==> src/verilog/lfr_pkg.sv <==
// Constants, types and register map of the fault and restart sequencer
package lfr_pkg;
	// ****************************************
	// Timing
	// ****************************************
	localparam int CLK_MHZ = 125;
	localparam int SENSE_US = 500;
	localparam int SENSE_CYC = SENSE_US * CLK_MHZ;
	localparam int CS_MIN_NS = 30;
	localparam int CS_FILT_CYC = (CS_MIN_NS * CLK_MHZ + 999) / 1000;
	localparam logic [2:0] CS_FILT_CNT = 3'(CS_FILT_CYC);
	localparam int SHORT_WAIT_CYC = 1024;
	localparam int LONG_WAIT_CYC = 131072;
	localparam logic [2:0] OC_TRIP_CNT = 3'h7;

	// ****************************************
	// Register map
	// ****************************************
	localparam logic [11:0] OFS_CTRL = 12'h000;
	localparam logic [11:0] OFS_STATUS = 12'h004;
	localparam logic [11:0] OFS_FAULT = 12'h008;
	localparam logic CTRL_OFF_RST = 1'h0;
	localparam int CTRL_OFF_BIT = 0;
	localparam int FLT_OC = 0;
	localparam int FLT_SHORT = 1;
	localparam int FLT_LINE = 2;
	localparam int FLT_VCC = 3;
	localparam int FLT_OTP = 4;
	localparam int FLT_REMOTE = 5;
	localparam int FLT_W = 6;

	// ****************************************
	// Burst threshold fractions, in eighths of the start frequency
	// ****************************************
	localparam logic [2:0][3:0] BURST_UP_NUM = {4'h5, 4'h6, 4'h7};
	localparam logic [2:0][3:0] BURST_LO_NUM = {4'h4, 4'h5, 4'h6};
	localparam logic [1:0] BURST_SEL_MAX = 2'h2;

	// ****************************************
	// Types
	// ****************************************
	typedef enum logic [3:0] {
		ST_OFF = 4'h1,
		ST_WAIT = 4'h2,
		ST_RUN = 4'h4,
		ST_LATCH = 4'h8
	} lfr_state_t;

	typedef struct packed {
		logic vcc_above_start;
		logic vcc_above_shutdown;
		logic hs_supply_ok;
		logic line_above_brownin;
		logic line_above_brownout;
		logic line_above_ov;
		logic line_below_ov_restart;
		logic line_grounded;
		logic cs_above_low;
		logic cs_above_high;
		logic otp_hot;
		logic osc_clk;
		logic sw_cycle_end;
		logic [1:0] burst_ratio;
		logic [7:0] max_start_frequency_code;
		logic [7:0] cmd_freq;
	} lfr_ana_t;

	typedef struct packed {
		lfr_ana_t s1;
		lfr_ana_t s2;
		lfr_ana_t s3;
		lfr_ana_t q;
	} lfr_sync_t;

	typedef struct packed {
		lfr_state_t state;
		logic vcc_on;
		logic [15:0] sense_cnt;
		logic sense_done;
		logic [1:0] burst_sel;
		logic [7:0] burst_up;
		logic [7:0] burst_lo;
		logic [7:0] max_start_frequency_set;
		logic burst_stop;
		logic [17:0] wait_cnt;
		logic wait_long;
		logic first_pending;
		logic osc_prev;
		logic cyc_prev;
		logic [2:0] cnt_low;
		logic [2:0] cnt_high;
		logic pk_low;
		logic [2:0] oc_cnt;
		logic line_good;
		logic ov_lock;
		logic max_start_frequency_start;
		logic hs_seen_low;
		logic ctrl_off;
		logic [FLT_W-1:0] fault;
		logic [31:0] prdata;
	} lfr_regs_t;
endpackage : lfr_pkg

==> src/verilog/lfr_sync.sv <==
// Three-stage synchroniser for the digitised analog indications
`timescale 1ns/10ps
module lfr_sync (
	input wire logic pclk,
	input wire logic presetn,
	input wire lfr_pkg::lfr_ana_t d,
	output lfr_pkg::lfr_ana_t q
);
	lfr_pkg::lfr_sync_t st_ff;
	lfr_pkg::lfr_sync_t nxt_st;

	// ****************************************
	// Shift chain; output follows once stages two and three agree
	// ****************************************
	always_comb begin
		nxt_st = st_ff;
		nxt_st.s1 = d;
		nxt_st.s2 = st_ff.s1;
		nxt_st.s3 = st_ff.s2;
		nxt_st.q = lfr_pkg::lfr_ana_t'((st_ff.s2 & st_ff.s3) | (st_ff.q & (st_ff.s2 | st_ff.s3)));
	end

	// State register
	always_ff @(posedge pclk or negedge presetn) begin
		if (!presetn) begin
			st_ff <= '0;
		end else begin
			st_ff <= nxt_st;
		end
	end

	assign q = st_ff.q;
endmodule : lfr_sync

==> src/verilog/lfr_sequencer.sv <==
// Start-up, fault and auto-restart sequencer with APB status and control
`timescale 1ns/10ps
module lfr_sequencer #(
	parameter logic [17:0] LONG_WAIT_CYC_P = 18'(lfr_pkg::LONG_WAIT_CYC),
	parameter logic [15:0] SENSE_CYC_P = 16'(lfr_pkg::SENSE_CYC)
) (
	input wire logic pclk,
	input wire logic presetn,
	input wire logic psel,
	input wire logic penable,
	input wire logic pwrite,
	input wire logic [11:0] paddr,
	input wire logic [31:0] pwdata,
	output logic [31:0] prdata,
	output logic pready,
	output logic pslverr,
	input wire lfr_pkg::lfr_ana_t ana_in,
	output logic fb_pullup_on,
	output logic switch_enable,
	output logic hs_drive_enable,
	output logic start_at_max_start_frequency,
	output logic dt_sense_mode,
	output logic [1:0] burst_sel,
	output logic [7:0] burst_upper,
	output logic [7:0] burst_lower,
	output logic [7:0] max_start_frequency_setting
);
	lfr_pkg::lfr_regs_t st_ff;
	lfr_pkg::lfr_regs_t nxt_st;
	lfr_pkg::lfr_ana_t a;
	logic nxt_vcc_on;
	logic vcc_rise;
	logic osc_edge;
	logic cyc_end;
	logic cs_low_hit;
	logic cs_high_hit;
	logic peak_seen;
	logic oc_trip;
	logic remote_off;
	logic run_fault;
	logic in_run;
	logic wait_hold;
	logic [17:0] wait_lim;
	logic [11:0] up_prod;
	logic [11:0] lo_prod;
	logic apb_setup;
	logic apb_access;
	logic apb_mapped;
	logic [31:0] rd_mux;
	logic [lfr_pkg::FLT_W-1:0] flt_set;
	logic [lfr_pkg::FLT_W-1:0] flt_clr;

	// ****************************************
	// Input synchroniser
	// ****************************************
	lfr_sync u_sync (
		.pclk(pclk),
		.presetn(presetn),
		.d(ana_in),
		.q(a)
	);

	// ****************************************
	// Event and qualifier terms
	// ****************************************
	// Logic supply hysteresis: on at start level, off at shutdown level
	assign nxt_vcc_on = a.vcc_above_start | (st_ff.vcc_on & a.vcc_above_shutdown);
	assign vcc_rise = nxt_vcc_on & ~st_ff.vcc_on;
	assign osc_edge = a.osc_clk & ~st_ff.osc_prev;
	assign cyc_end = a.sw_cycle_end & ~st_ff.cyc_prev;
	assign in_run = (st_ff.state == lfr_pkg::ST_RUN);

	// Crossing qualifies on the fourth consecutive cycle above threshold
	assign cs_low_hit = a.cs_above_low & (st_ff.cnt_low == lfr_pkg::CS_FILT_CNT - 3'h1);
	assign cs_high_hit = a.cs_above_high & (st_ff.cnt_high == lfr_pkg::CS_FILT_CNT - 3'h1);
	assign peak_seen = st_ff.pk_low | cs_low_hit;
	assign oc_trip = in_run & cyc_end & peak_seen & (st_ff.oc_cnt == lfr_pkg::OC_TRIP_CNT - 3'h1);

	// Remote-off sources force the long wait
	assign remote_off = a.line_grounded | st_ff.ctrl_off | cs_high_hit;
	assign run_fault = oc_trip | remote_off | ~st_ff.line_good;
	assign wait_hold = remote_off | ~st_ff.line_good | ~st_ff.sense_done;
	assign wait_lim = st_ff.wait_long ? LONG_WAIT_CYC_P : 18'(lfr_pkg::SHORT_WAIT_CYC);

	// Burst thresholds as eighths of the start frequency
	always_comb begin
		case (st_ff.burst_sel)
			2'h0: begin
				up_prod = st_ff.max_start_frequency_set * lfr_pkg::BURST_UP_NUM[0];
				lo_prod = st_ff.max_start_frequency_set * lfr_pkg::BURST_LO_NUM[0];
			end
			2'h1: begin
				up_prod = st_ff.max_start_frequency_set * lfr_pkg::BURST_UP_NUM[1];
				lo_prod = st_ff.max_start_frequency_set * lfr_pkg::BURST_LO_NUM[1];
			end
			default: begin
				up_prod = st_ff.max_start_frequency_set * lfr_pkg::BURST_UP_NUM[2];
				lo_prod = st_ff.max_start_frequency_set * lfr_pkg::BURST_LO_NUM[2];
			end
		endcase
	end

	// ****************************************
	// APB decode
	// ****************************************
	assign apb_setup = psel & ~penable;
	assign apb_access = psel & penable;
	assign apb_mapped = (paddr == lfr_pkg::OFS_CTRL) | (paddr == lfr_pkg::OFS_STATUS)
		| (paddr == lfr_pkg::OFS_FAULT);

	// Read multiplexer
	always_comb begin
		case (paddr)
			lfr_pkg::OFS_CTRL: rd_mux = {31'h0, st_ff.ctrl_off};
			lfr_pkg::OFS_STATUS: rd_mux = {19'h0, st_ff.first_pending, st_ff.line_good,
				st_ff.oc_cnt, st_ff.burst_stop, st_ff.sense_done, st_ff.burst_sel, st_ff.state};
			lfr_pkg::OFS_FAULT: rd_mux = {26'h0, st_ff.fault};
			default: rd_mux = 32'h0;
		endcase
	end

	// Fault causes seen by software; a new event wins over a clear
	always_comb begin
		flt_set = '0;
		flt_set[lfr_pkg::FLT_OC] = oc_trip;
		flt_set[lfr_pkg::FLT_SHORT] = in_run & cs_high_hit;
		flt_set[lfr_pkg::FLT_LINE] = in_run & ~st_ff.line_good & ~a.line_grounded;
		flt_set[lfr_pkg::FLT_VCC] = ~st_ff.vcc_on & (st_ff.state != lfr_pkg::ST_OFF);
		flt_set[lfr_pkg::FLT_OTP] = a.otp_hot & (st_ff.state != lfr_pkg::ST_LATCH)
			& (st_ff.state != lfr_pkg::ST_OFF);
		flt_set[lfr_pkg::FLT_REMOTE] = in_run & (a.line_grounded | st_ff.ctrl_off);
		flt_clr = (apb_access & pwrite & (paddr == lfr_pkg::OFS_FAULT))
			? pwdata[lfr_pkg::FLT_W-1:0] : '0;
	end

	// ****************************************
	// Next-state logic
	// ****************************************
	always_comb begin
		nxt_st = st_ff;
		nxt_st.vcc_on = nxt_vcc_on;
		nxt_st.osc_prev = a.osc_clk;
		nxt_st.cyc_prev = a.sw_cycle_end;

		// Line window with hysteresis; overvoltage held until restart level
		if (a.line_above_ov) begin
			nxt_st.ov_lock = 1'b1;
		end else if (a.line_below_ov_restart) begin
			nxt_st.ov_lock = 1'b0;
		end
		if (a.line_grounded | nxt_st.ov_lock | ~a.line_above_brownout) begin
			nxt_st.line_good = 1'b0;
		end else if (a.line_above_brownin) begin
			nxt_st.line_good = 1'b1;
		end

		// Program input sensing window after each supply power-up
		if (vcc_rise) begin
			nxt_st.sense_cnt = 16'h0;
			nxt_st.sense_done = 1'b0;
		end else if (st_ff.vcc_on & ~st_ff.sense_done) begin
			if (st_ff.sense_cnt == SENSE_CYC_P - 16'h1) begin
				nxt_st.sense_done = 1'b1;
				// Choice held until next supply cycle
				nxt_st.burst_sel = (a.burst_ratio > lfr_pkg::BURST_SEL_MAX)
					? lfr_pkg::BURST_SEL_MAX : a.burst_ratio;
			end else begin
				nxt_st.sense_cnt = st_ff.sense_cnt + 16'h1;
			end
		end

		// Normal mode: start frequency setting tracks its input code
		if (st_ff.sense_done) begin
			nxt_st.max_start_frequency_set = a.max_start_frequency_code;
		end
		nxt_st.burst_up = up_prod[10:3];
		nxt_st.burst_lo = lo_prod[10:3];

		// Pulse width filters on both current thresholds
		if (!a.cs_above_low) begin
			nxt_st.cnt_low = 3'h0;
		end else if (st_ff.cnt_low != lfr_pkg::CS_FILT_CNT) begin
			nxt_st.cnt_low = st_ff.cnt_low + 3'h1;
		end
		if (!a.cs_above_high) begin
			nxt_st.cnt_high = 3'h0;
		end else if (st_ff.cnt_high != lfr_pkg::CS_FILT_CNT) begin
			nxt_st.cnt_high = st_ff.cnt_high + 3'h1;
		end
		nxt_st.pk_low = cyc_end ? 1'b0 : peak_seen;

		// Consecutive over-current cycle count
		if (in_run & cyc_end) begin
			nxt_st.oc_cnt = peak_seen ? st_ff.oc_cnt + 3'h1 : 3'h0;
		end

		// Burst hysteresis on the commanded frequency
		if (!in_run) begin
			nxt_st.burst_stop = 1'b0;
		end else if (a.cmd_freq > st_ff.burst_up) begin
			nxt_st.burst_stop = 1'b1;
		end else if (a.cmd_freq < st_ff.burst_lo) begin
			nxt_st.burst_stop = 1'b0;
		end

		// Sequencer
		case (st_ff.state)
			lfr_pkg::ST_OFF: begin
				nxt_st.wait_cnt = 18'h0;
				nxt_st.wait_long = 1'b0;
				nxt_st.first_pending = 1'b1;
				if (st_ff.vcc_on) begin
					nxt_st.state = lfr_pkg::ST_WAIT;
				end
			end
			lfr_pkg::ST_WAIT: begin
				nxt_st.oc_cnt = 3'h0;
				if (wait_hold) begin
					// Restart the wait; brown-in on first power-up keeps it short
					nxt_st.wait_cnt = 18'h0;
					if (remote_off | ~st_ff.first_pending) begin
						nxt_st.wait_long = 1'b1;
					end
				end else if (osc_edge) begin
					if (st_ff.wait_cnt == wait_lim - 18'h1) begin
						nxt_st.state = lfr_pkg::ST_RUN;
						nxt_st.wait_cnt = 18'h0;
						nxt_st.first_pending = 1'b0;
						nxt_st.max_start_frequency_start = 1'b1;
					end else begin
						nxt_st.wait_cnt = st_ff.wait_cnt + 18'h1;
					end
				end
			end
			lfr_pkg::ST_RUN: begin
				if (cyc_end) begin
					nxt_st.max_start_frequency_start = 1'b0;
				end
				if (run_fault) begin
					nxt_st.state = lfr_pkg::ST_WAIT;
					nxt_st.wait_long = 1'b1;
					nxt_st.wait_cnt = 18'h0;
					nxt_st.oc_cnt = 3'h0;
					nxt_st.max_start_frequency_start = 1'b0;
				end
			end
			lfr_pkg::ST_LATCH: begin
				// Leave only after a cool high-side supply cycle
				if (!a.hs_supply_ok & !a.otp_hot) begin
					nxt_st.hs_seen_low = 1'b1;
				end
				if (st_ff.hs_seen_low & a.hs_supply_ok & !a.otp_hot) begin
					nxt_st.state = lfr_pkg::ST_WAIT;
					nxt_st.wait_long = 1'b1;
					nxt_st.wait_cnt = 18'h0;
				end
			end
			default: begin
				nxt_st.state = lfr_pkg::ST_OFF;
			end
		endcase

		// Over-temperature latch overrides any running state
		if (a.otp_hot & (st_ff.state != lfr_pkg::ST_LATCH) & (st_ff.state != lfr_pkg::ST_OFF)) begin
			nxt_st.state = lfr_pkg::ST_LATCH;
			nxt_st.hs_seen_low = 1'b0;
			nxt_st.max_start_frequency_start = 1'b0;
		end
		// Supply lockout overrides everything
		if (!st_ff.vcc_on) begin
			nxt_st.state = lfr_pkg::ST_OFF;
			nxt_st.max_start_frequency_start = 1'b0;
		end

		// Register file
		if (apb_access & pwrite & (paddr == lfr_pkg::OFS_CTRL)) begin
			nxt_st.ctrl_off = pwdata[lfr_pkg::CTRL_OFF_BIT];
		end
		nxt_st.fault = (st_ff.fault & ~flt_clr) | flt_set;
		if (apb_setup & ~pwrite) begin
			nxt_st.prdata = rd_mux;
		end
	end

	// State register
	always_ff @(posedge pclk or negedge presetn) begin
		if (!presetn) begin
			st_ff <= '{state: lfr_pkg::ST_OFF, ctrl_off: lfr_pkg::CTRL_OFF_RST, default: '0};
		end else begin
			st_ff <= nxt_st;
		end
	end

	// ****************************************
	// Outputs
	// ****************************************
	assign fb_pullup_on = ~in_run;
	assign switch_enable = in_run & ~st_ff.burst_stop;
	assign hs_drive_enable = switch_enable & a.hs_supply_ok;
	assign start_at_max_start_frequency = in_run & st_ff.max_start_frequency_start;
	assign dt_sense_mode = st_ff.vcc_on & ~st_ff.sense_done;
	assign burst_sel = st_ff.burst_sel;
	assign burst_upper = st_ff.burst_up;
	assign burst_lower = st_ff.burst_lo;
	assign max_start_frequency_setting = st_ff.max_start_frequency_set;
	assign prdata = st_ff.prdata;
	assign pready = 1'b1;
	assign pslverr = apb_access & ~apb_mapped;

	// ****************************************
	// Assertions
	// ****************************************
	a_supply_off: assert property (@(posedge pclk) disable iff (!presetn)
		!st_ff.vcc_on |=> st_ff.state == lfr_pkg::ST_OFF)
		else $error("state not off after supply lockout");
	a_hs_gate: assert property (@(posedge pclk) disable iff (!presetn)
		!a.hs_supply_ok |-> !hs_drive_enable)
		else $error("high-side drive with supply locked out");
	a_pullup_hold: assert property (@(posedge pclk) disable iff (!presetn)
		!in_run |-> fb_pullup_on && !switch_enable)
		else $error("switching without start");
	a_sense_len: assert property (@(posedge pclk) disable iff (!presetn)
		$rose(st_ff.sense_done) |-> $past(st_ff.sense_cnt) == SENSE_CYC_P - 16'h1)
		else $error("sensing window length wrong");
	a_burst_keep: assert property (@(posedge pclk) disable iff (!presetn)
		st_ff.sense_done && $past(st_ff.sense_done) |-> $stable(st_ff.burst_sel))
		else $error("burst setting changed");
	a_long_wait: assert property (@(posedge pclk) disable iff (!presetn)
		$rose(in_run) && $past(st_ff.wait_long) |->
		$past(st_ff.wait_cnt) == LONG_WAIT_CYC_P - 18'h1)
		else $error("long wait length wrong");
	a_short_wait: assert property (@(posedge pclk) disable iff (!presetn)
		$rose(in_run) && !$past(st_ff.wait_long) |->
		$past(st_ff.wait_cnt) == 18'(lfr_pkg::SHORT_WAIT_CYC) - 18'h1)
		else $error("short wait length wrong");
	a_oc_seven: assert property (@(posedge pclk) disable iff (!presetn)
		in_run && cyc_end && peak_seen && st_ff.oc_cnt == 3'h6 && st_ff.vcc_on && !a.otp_hot
		|=> st_ff.state == lfr_pkg::ST_WAIT && st_ff.oc_cnt == 3'h0)
		else $error("seventh over-current cycle missed");
	a_short_trip: assert property (@(posedge pclk) disable iff (!presetn)
		in_run && cs_high_hit && st_ff.vcc_on && !a.otp_hot
		|=> st_ff.state == lfr_pkg::ST_WAIT && st_ff.wait_long)
		else $error("short-circuit pulse missed");
	a_filter_len: assert property (@(posedge pclk) disable iff (!presetn)
		cs_low_hit |-> $past(a.cs_above_low, 1) && $past(a.cs_above_low, 2)
		&& $past(a.cs_above_low, 3))
		else $error("current pulse qualified too early");
	a_otp_latch: assert property (@(posedge pclk) disable iff (!presetn)
		a.otp_hot && st_ff.vcc_on && st_ff.state != lfr_pkg::ST_OFF
		|=> st_ff.state == lfr_pkg::ST_LATCH)
		else $error("over-temperature not latched");
	a_burst_stop: assert property (@(posedge pclk) disable iff (!presetn)
		in_run && a.cmd_freq > st_ff.burst_up && !run_fault && st_ff.vcc_on && !a.otp_hot
		|=> !switch_enable)
		else $error("burst stop missed");
	a_wait_restart: assert property (@(posedge pclk) disable iff (!presetn)
		st_ff.state == lfr_pkg::ST_WAIT && remote_off && st_ff.vcc_on && !a.otp_hot
		|=> st_ff.wait_cnt == 18'h0 && st_ff.wait_long)
		else $error("wait not restarted by fault");
endmodule : lfr_sequencer

==> config.mk <==
export PLATFORM = sky130hd
export DESIGN_NAME = lfr_sequencer
export DESIGN_NICKNAME = d
export VERILOG_FILES = /design/src/verilog/lfr_pkg.sv /design/src/verilog/lfr_sync.sv /design/src/verilog/lfr_sequencer.sv
export SDC_FILE = /design/constraint.sdc
export NUM_CORES = 1
export LEC_CHECK = 0
export BUFFER_PORTS_ARGS = -buffer_cell sky130_fd_sc_hd__buf_2
export CELL_PAD_IN_SITES_DETAIL_PLACEMENT = 1
export CELL_PAD_IN_SITES_GLOBAL_PLACEMENT = 2
export CORE_MARGIN = 2
export CORE_UTILIZATION = 38
export CTS_BUF_LIST = sky130_fd_sc_hd__clkbuf_16
export DETAILED_ROUTE_END_ITERATION = 8
export PLACE_DENSITY_LB_ADDON = 0.1
export SLEW_MARGIN = 20
export SYNTH_ARGS = -nofsm -noshare
export SYNTH_HDL_FRONTEND = slang
export SYNTH_HIERARCHICAL = 1
export SYNTH_SLANG_ARGS = --single-unit
==> constraint.sdc <==
create_clock -name pclk -period 2.8 [get_ports pclk]
set_input_delay 0 -clock pclk [delete_from_list [all_inputs] [get_ports pclk]]
set_output_delay 0 -clock pclk [all_outputs]
set_load 0.1 [all_outputs]
; Word level (Yosys, flattened, before mapping)
; Index checks and enable logic that the tools add are counted.
[op_classes]
n_addsub = 6
mul = 3
div_mod_pow = 0
magnitude_cmp = 3
n_eq_ne = 35
n_shift = 0
muxes = 56
bitwise = 64
n_reduce_logical = 20
[op_table]
columns = op, count
row1 = one-hot mux 19 bit (4 select lines), 1
row2 = 2-to-1 mux 18 bit, 4
row3 = AND 31 bit, 2
row4 = OR 31 bit, 2
row5 = 2-to-1 mux 19 bit, 3
row6 = one-hot mux 11 bit (2 select lines), 2
row7 = one-hot mux 13 bit (3 select lines), 1
row8 = AND 1 bit, 30
row9 = 2-to-1 mux 4 bit, 7
row10 = 2-to-1 mux 3 bit, 8
row11 = multiplier 8 x 3 -> 11 bit (second input constant), 2
row12 = 2-to-1 mux 1 bit, 21
row13 = != test 2 bit (second input constant), 10
row14 = != test 4 bit (second input constant), 5
row15 = adder 18 x 1 -> 18 bit (second input constant), 1
row16 = == test 18 bit, 1
row17 = subtractor 18 x 1 -> 18 bit (second input constant), 1
row18 = 2-to-1 mux 17 bit, 1
row19 = adder 16 x 1 -> 16 bit (second input constant), 1
row20 = == test 16 bit (second input constant), 1
row21 = 2-to-1 mux 16 bit, 1
row22 = one-hot mux 4 bit (4 select lines), 1
row23 = AND reduction 5 bit, 3
row24 = NOT 1 bit, 14
row25 = 35 further kinds, 64
[totals]
register_bits = 248
latch_bits = 0
mem_bits_rw = 0
mem_bits_ro = 0
input_bits = 80
out_inout_bits = 65
word_cells = 276
memories = 0

; Depth between registers and ports, before layout
[depth]
depth_word = 11
depth_mapped = 9
depth_no_buf = 9

; By module
; The synthesis kept the hierarchy.
[modules_own_cells]
columns = mod, n_inst, cells_each, area_per_inst_um2, seq_area_each_um2
row1 = lfr_sequencer, 1, 751, 6921.6, 2628.8
row2 = lfr_sync, 1, 186, 3684.8, 3103.0

; Worst setup path before layout
; OpenSTA, ideal clock, no wires.
[synth_path]
path_kind = register to output
from = register st_ff[121] (netlist name)
to = output port hs_drive_enable
arrival_ns = 4.098
required_time_ns = 2.800
setup_slack_ns = -1.298
path_stages_with_launch = 5
path_buffers = 0
cell_sequence = dfrtp_1 -> nor4b_1 -> inv_1 -> nor2_1 -> and2_1
[synth_via]
elab_chain_len = 3
[synth_rtl]
columns = element, line
row1 = start: declaration, lfr_sequencer.sv:28  ; lfr_pkg::lfr_regs_t st_ff;
row2 = start signal: assignment, lfr_sequencer.sv:290  ; st_ff <= nxt_st;
row3 = == test 4 x 3 -> 1 bit, lfr_sequencer.sv:71  ; assign in_run = (st_ff.state == lfr_pkg::ST_RUN);
row4 = AND 1 bit, lfr_sequencer.sv:298  ; assign switch_enable = in_run & ~st_ff.burst_stop;
row5 = net switch_enable, lfr_sequencer.sv:19  ; output logic switch_enable,
row6 = AND 1 bit, lfr_sequencer.sv:299  ; assign hs_drive_enable = switch_enable & a.hs_supply_ok;
row7 = end: declaration, lfr_sequencer.sv:20  ; output logic hs_drive_enable,
; The timed path passes the listed nets, and every way through them passes these cells.

==> summary.txt <==
Critical path
  – Worst Setup Path Type: flip-flop to flip-flop
  – Crit path top cell by count: fa_1
  – CP required: 3.19 ns
  – CP endpoint kind: flip-flop
  – CP arrival: 3.02 ns
  – Slowest-stage cell, CP: fa_1
  – Worst path cell trace: fa_1, inv_1, fa_1, nand2b_1, a21oi_2, o21ai_1, nand2_1, xnor2_1, o221ai_1
  – Slowest Stage Delay on Critical Path: 0.58 ns
  – Crit path launch type: flip-flop
  – Crit-path max FO: 7

CTS
  – CTS root buffer: clkbuf_16
  – Clock transition at path regs: 0.06 ns
  – CTS tree: yes
  – Clk sinks: 229
  – Num CTS Buffers: 26
  – H-Tree Depth: 1
  – Clock insertion delay at the later pin of the skew report: 0.53 ns
  – Clock Path Buffers: 3

Layout
  – Commonest cells after routing, fill and taps aside: dfrtp_1, buf_2, nand2_1, nor2_1, inv_1
  – Fillers: 3024
  – Area growth syn-to-layout: 17.25%
  – Number of inserted diodes: 0
  – Final core occ: 45.01%
  – Final net count: 1187
  – Commonest non-fill, non-tap cell in the layout: dfrtp_1
  – Multi-input logic area: 0.004038 mm^2
  – Share of cells above drive strength 1: 21.22%
  – Register area: 0.005737 mm^2

STA
  – TNS Setup: 0 ns
  – F_max: 380.4 MHz
  – Max_slew headroom: 50.02%
  – Final period utilization: 93.89%
  – Min Clock Period, post-route: 2.629 ns
  – Setup-failing EPs final: 0
  – Worst-Margin Slew: 0.7497 ns
  – Max Slew Vio Count: 0
  – Fin Hold WS: 0.009255 ns
  – RSZ-0062 raised after global routing: false
  – Endpoints failing hold: 0
  – Setup Skew: 0.009158 ns

Placed design
  – Final HPWL DP: 16830 um
  – RePlAce Congestion: 0.7794
  – PortBufs: 98

Power
  – Internal: 0.005777 W
  – Clk pwr share: 40.3%
  – Power Density: 639.3 mW/mm^2
  – Lkg Pwr: 5.839 nW
  – Maximum VDD drop: 0.0005148 V
  – Reg power frac: 46.8%
  – Total Power: 0.007950 W
  – Switching Share: 27.33%
  – Combinational Power Share: 12.9%
  – Net Switching: 0.002173 W

Routing
  – WL/cell: 16.57 um
  – Vias/cell: 4.859
  – DRT antenna net count: 0
  – Max Used Layer: met4
  – Routed via count: 7012
  – DRC: 0
  – DR iter-0 viols: 309
  – Met2 wire length: 11760 um
  – WL final: 23910 um
  – Drt pass-1 iters: 4
  – WL met3: 631 um
  – Met1 WL: 10940 um

Global routing
  – GRT overflow: 0
  – First-pass GRT wire length: 39680 um
  – Vias in the first global route: 7412
  – Initial antenna violation count: 0
  – Tot GR Track Use: 17.01%
  – Pin count of the biggest net entering global routing: 74

Die
  – Die area: 0.02926 mm^2
  – Row cnt: 61
  – Starting density of the core: 38.39%
  – Die Ht: 171.1 um
  – Die Width: 171.1 um
  – Core Area: 0.02763 mm^2
  – I/O pin count: 145

Yosys
  – Flip-flop and latch count after synthesis: 229
  – Ys flop type: dfrtp_1
  – Seq/Total Area, Yosys: 54.04%
  – Synth Instances: 937
  – Ys Warns: 6
  – Synth Cell Area: 0.01061 mm^2
  – Number of synthesized flops with an enable pin: 0
  – Async S/R FF share, synth: 100.0%
  – Synth cell types: 67
  – Synth Area per Inst: 11.32 um^2

Worst hold path
  – Hold WC Path Type: primary input to asynchronous set/reset pin

Job
  – Max-cap violation count: 0

Run status
  – Status: finished clean
[sequential cells by signal, summed over array words and instances (netlist names), 8 cells and up]
name,flops
burst_lower,8
burst_upper,8
max_start_frequency_setting,8
prdata,13
st_ff,66
u_sync/nxt_st,62
u_sync/q,31
u_sync/st_ff,31
[layout make-up]
cell class | instances | share of cell area [%]
Clock buffer | 27 | 5.433
Clock inverter | 19 | 1.036
Inverter | 50 | 1.509
Multi-Input combinational cell | 569 | 32.47
Sequential cell | 229 | 46.13
Tap cell | 378 | 3.803
Timing Repair Buffer | 171 | 9.619
[power by group through the flow]
stage,Combinational [W],Sequential (W),Clock (W)
after floorplan,0.000766,0.00371,0
after global placement,0.000982,0.00378,0
after detailed placement,0.000998,0.00378,0
after CTS,0.00105,0.00372,0.00333
after global routing,0.00117,0.00375,0.00348
final,0.00103,0.00372,0.00320
[worst max-delay path, delay by kind of cell, from the launching register on]
family | cells | cell delay (ns)
AND/OR/NAND/NOR | 2 | 0.31
flip-flops | 1 | 0.47
adder cells (fa/ha/maj) | 2 | 1.01
XOR/XNOR | 1 | 0.18
buffers and inverters | 1 | 0.06
AO/OA/AOI/OAI | 3 | 0.43
[cells by family after synthesis]
family / after synthesis / share of synthesized area [%]
other cells: 2 / 0.07081
compound gates: 173 / 10.84
xor+xnor: 28 / 2.312
flops: 229 / 54.04
fa+ha+maj: 91 / 11.08
buf+inv: 157 / 8.871
simple gates: 246 / 11.66
mux: 11 / 1.133
[routing by layer]
layer  global-route usage (%)  up-vias
li1                         -     3365
met1                    22.72     3529
met2                    29.12       81
met3                    2.521       37
met4                    4.164        0
met5                        0        -
[synthesized netlist by cell type (all sizes together) (9+ instances only)]
cell	count	area (um^2)
nor2	62	232.7
xnor2	12	105.1
dfrtp	228	5705
xor2	16	140.1
a21o	12	90.09
nor3	12	60.06
fa	10	200.2
maj3	31	349.1
nand2	65	244.0
nand3	30	155.1
nor2b	11	68.82
clkbuf	13	48.80
nand4	9	56.30
o21ai	47	235.2
ha	50	625.6
a211oi	12	95.09
inv	49	183.9
nand2b	11	68.82
buf	94	704.4
a21oi	39	195.2
a22o	18	157.7
[final timing paths]
path                                                start           endpoint  slack (ns)  cells after the start
setup / recovery           max_start_frequency_setting[1]     burst_upper[5]        0.17                      9
hold / removal                                    presetn  u_sync/nxt_st[63]       0.009                      2
min in group pclk                                    psel          prdata[9]        0.04                      4
hold reg to reg                         u_sync/nxt_st[90]  u_sync/nxt_st[59]        0.34                      0
max in group asynchronous                         presetn         st_ff[120]        1.98                      3
setup reg to reg           max_start_frequency_setting[1]     burst_upper[5]        0.17                      9
[repair_timing]
action / in CTS / in global routing
cloned: 0 / 0
gates resized for setup: 1 / 10
setup endpoints to repair: 1 / 5
hold buffers: 44 / 0
setup buffers: 0 / 1
hold endpoints to repair: 267 / 0
[metrics by stage]
stage / instances / worst slack (ns) / area, um^2
global placement: 1352 / 0.06413 / 11160
detailed placement: 1352 / 0.02573 / 11160
global route: 1443 / 0.01667 / 12440
finish: 1443 / 0.1712 / 12440
CTS: 1442 / 0.04579 / 12400
floorplan: 955 / 0.2649 / 10690
No activity file was read; power rests on OpenSTA's default activity.
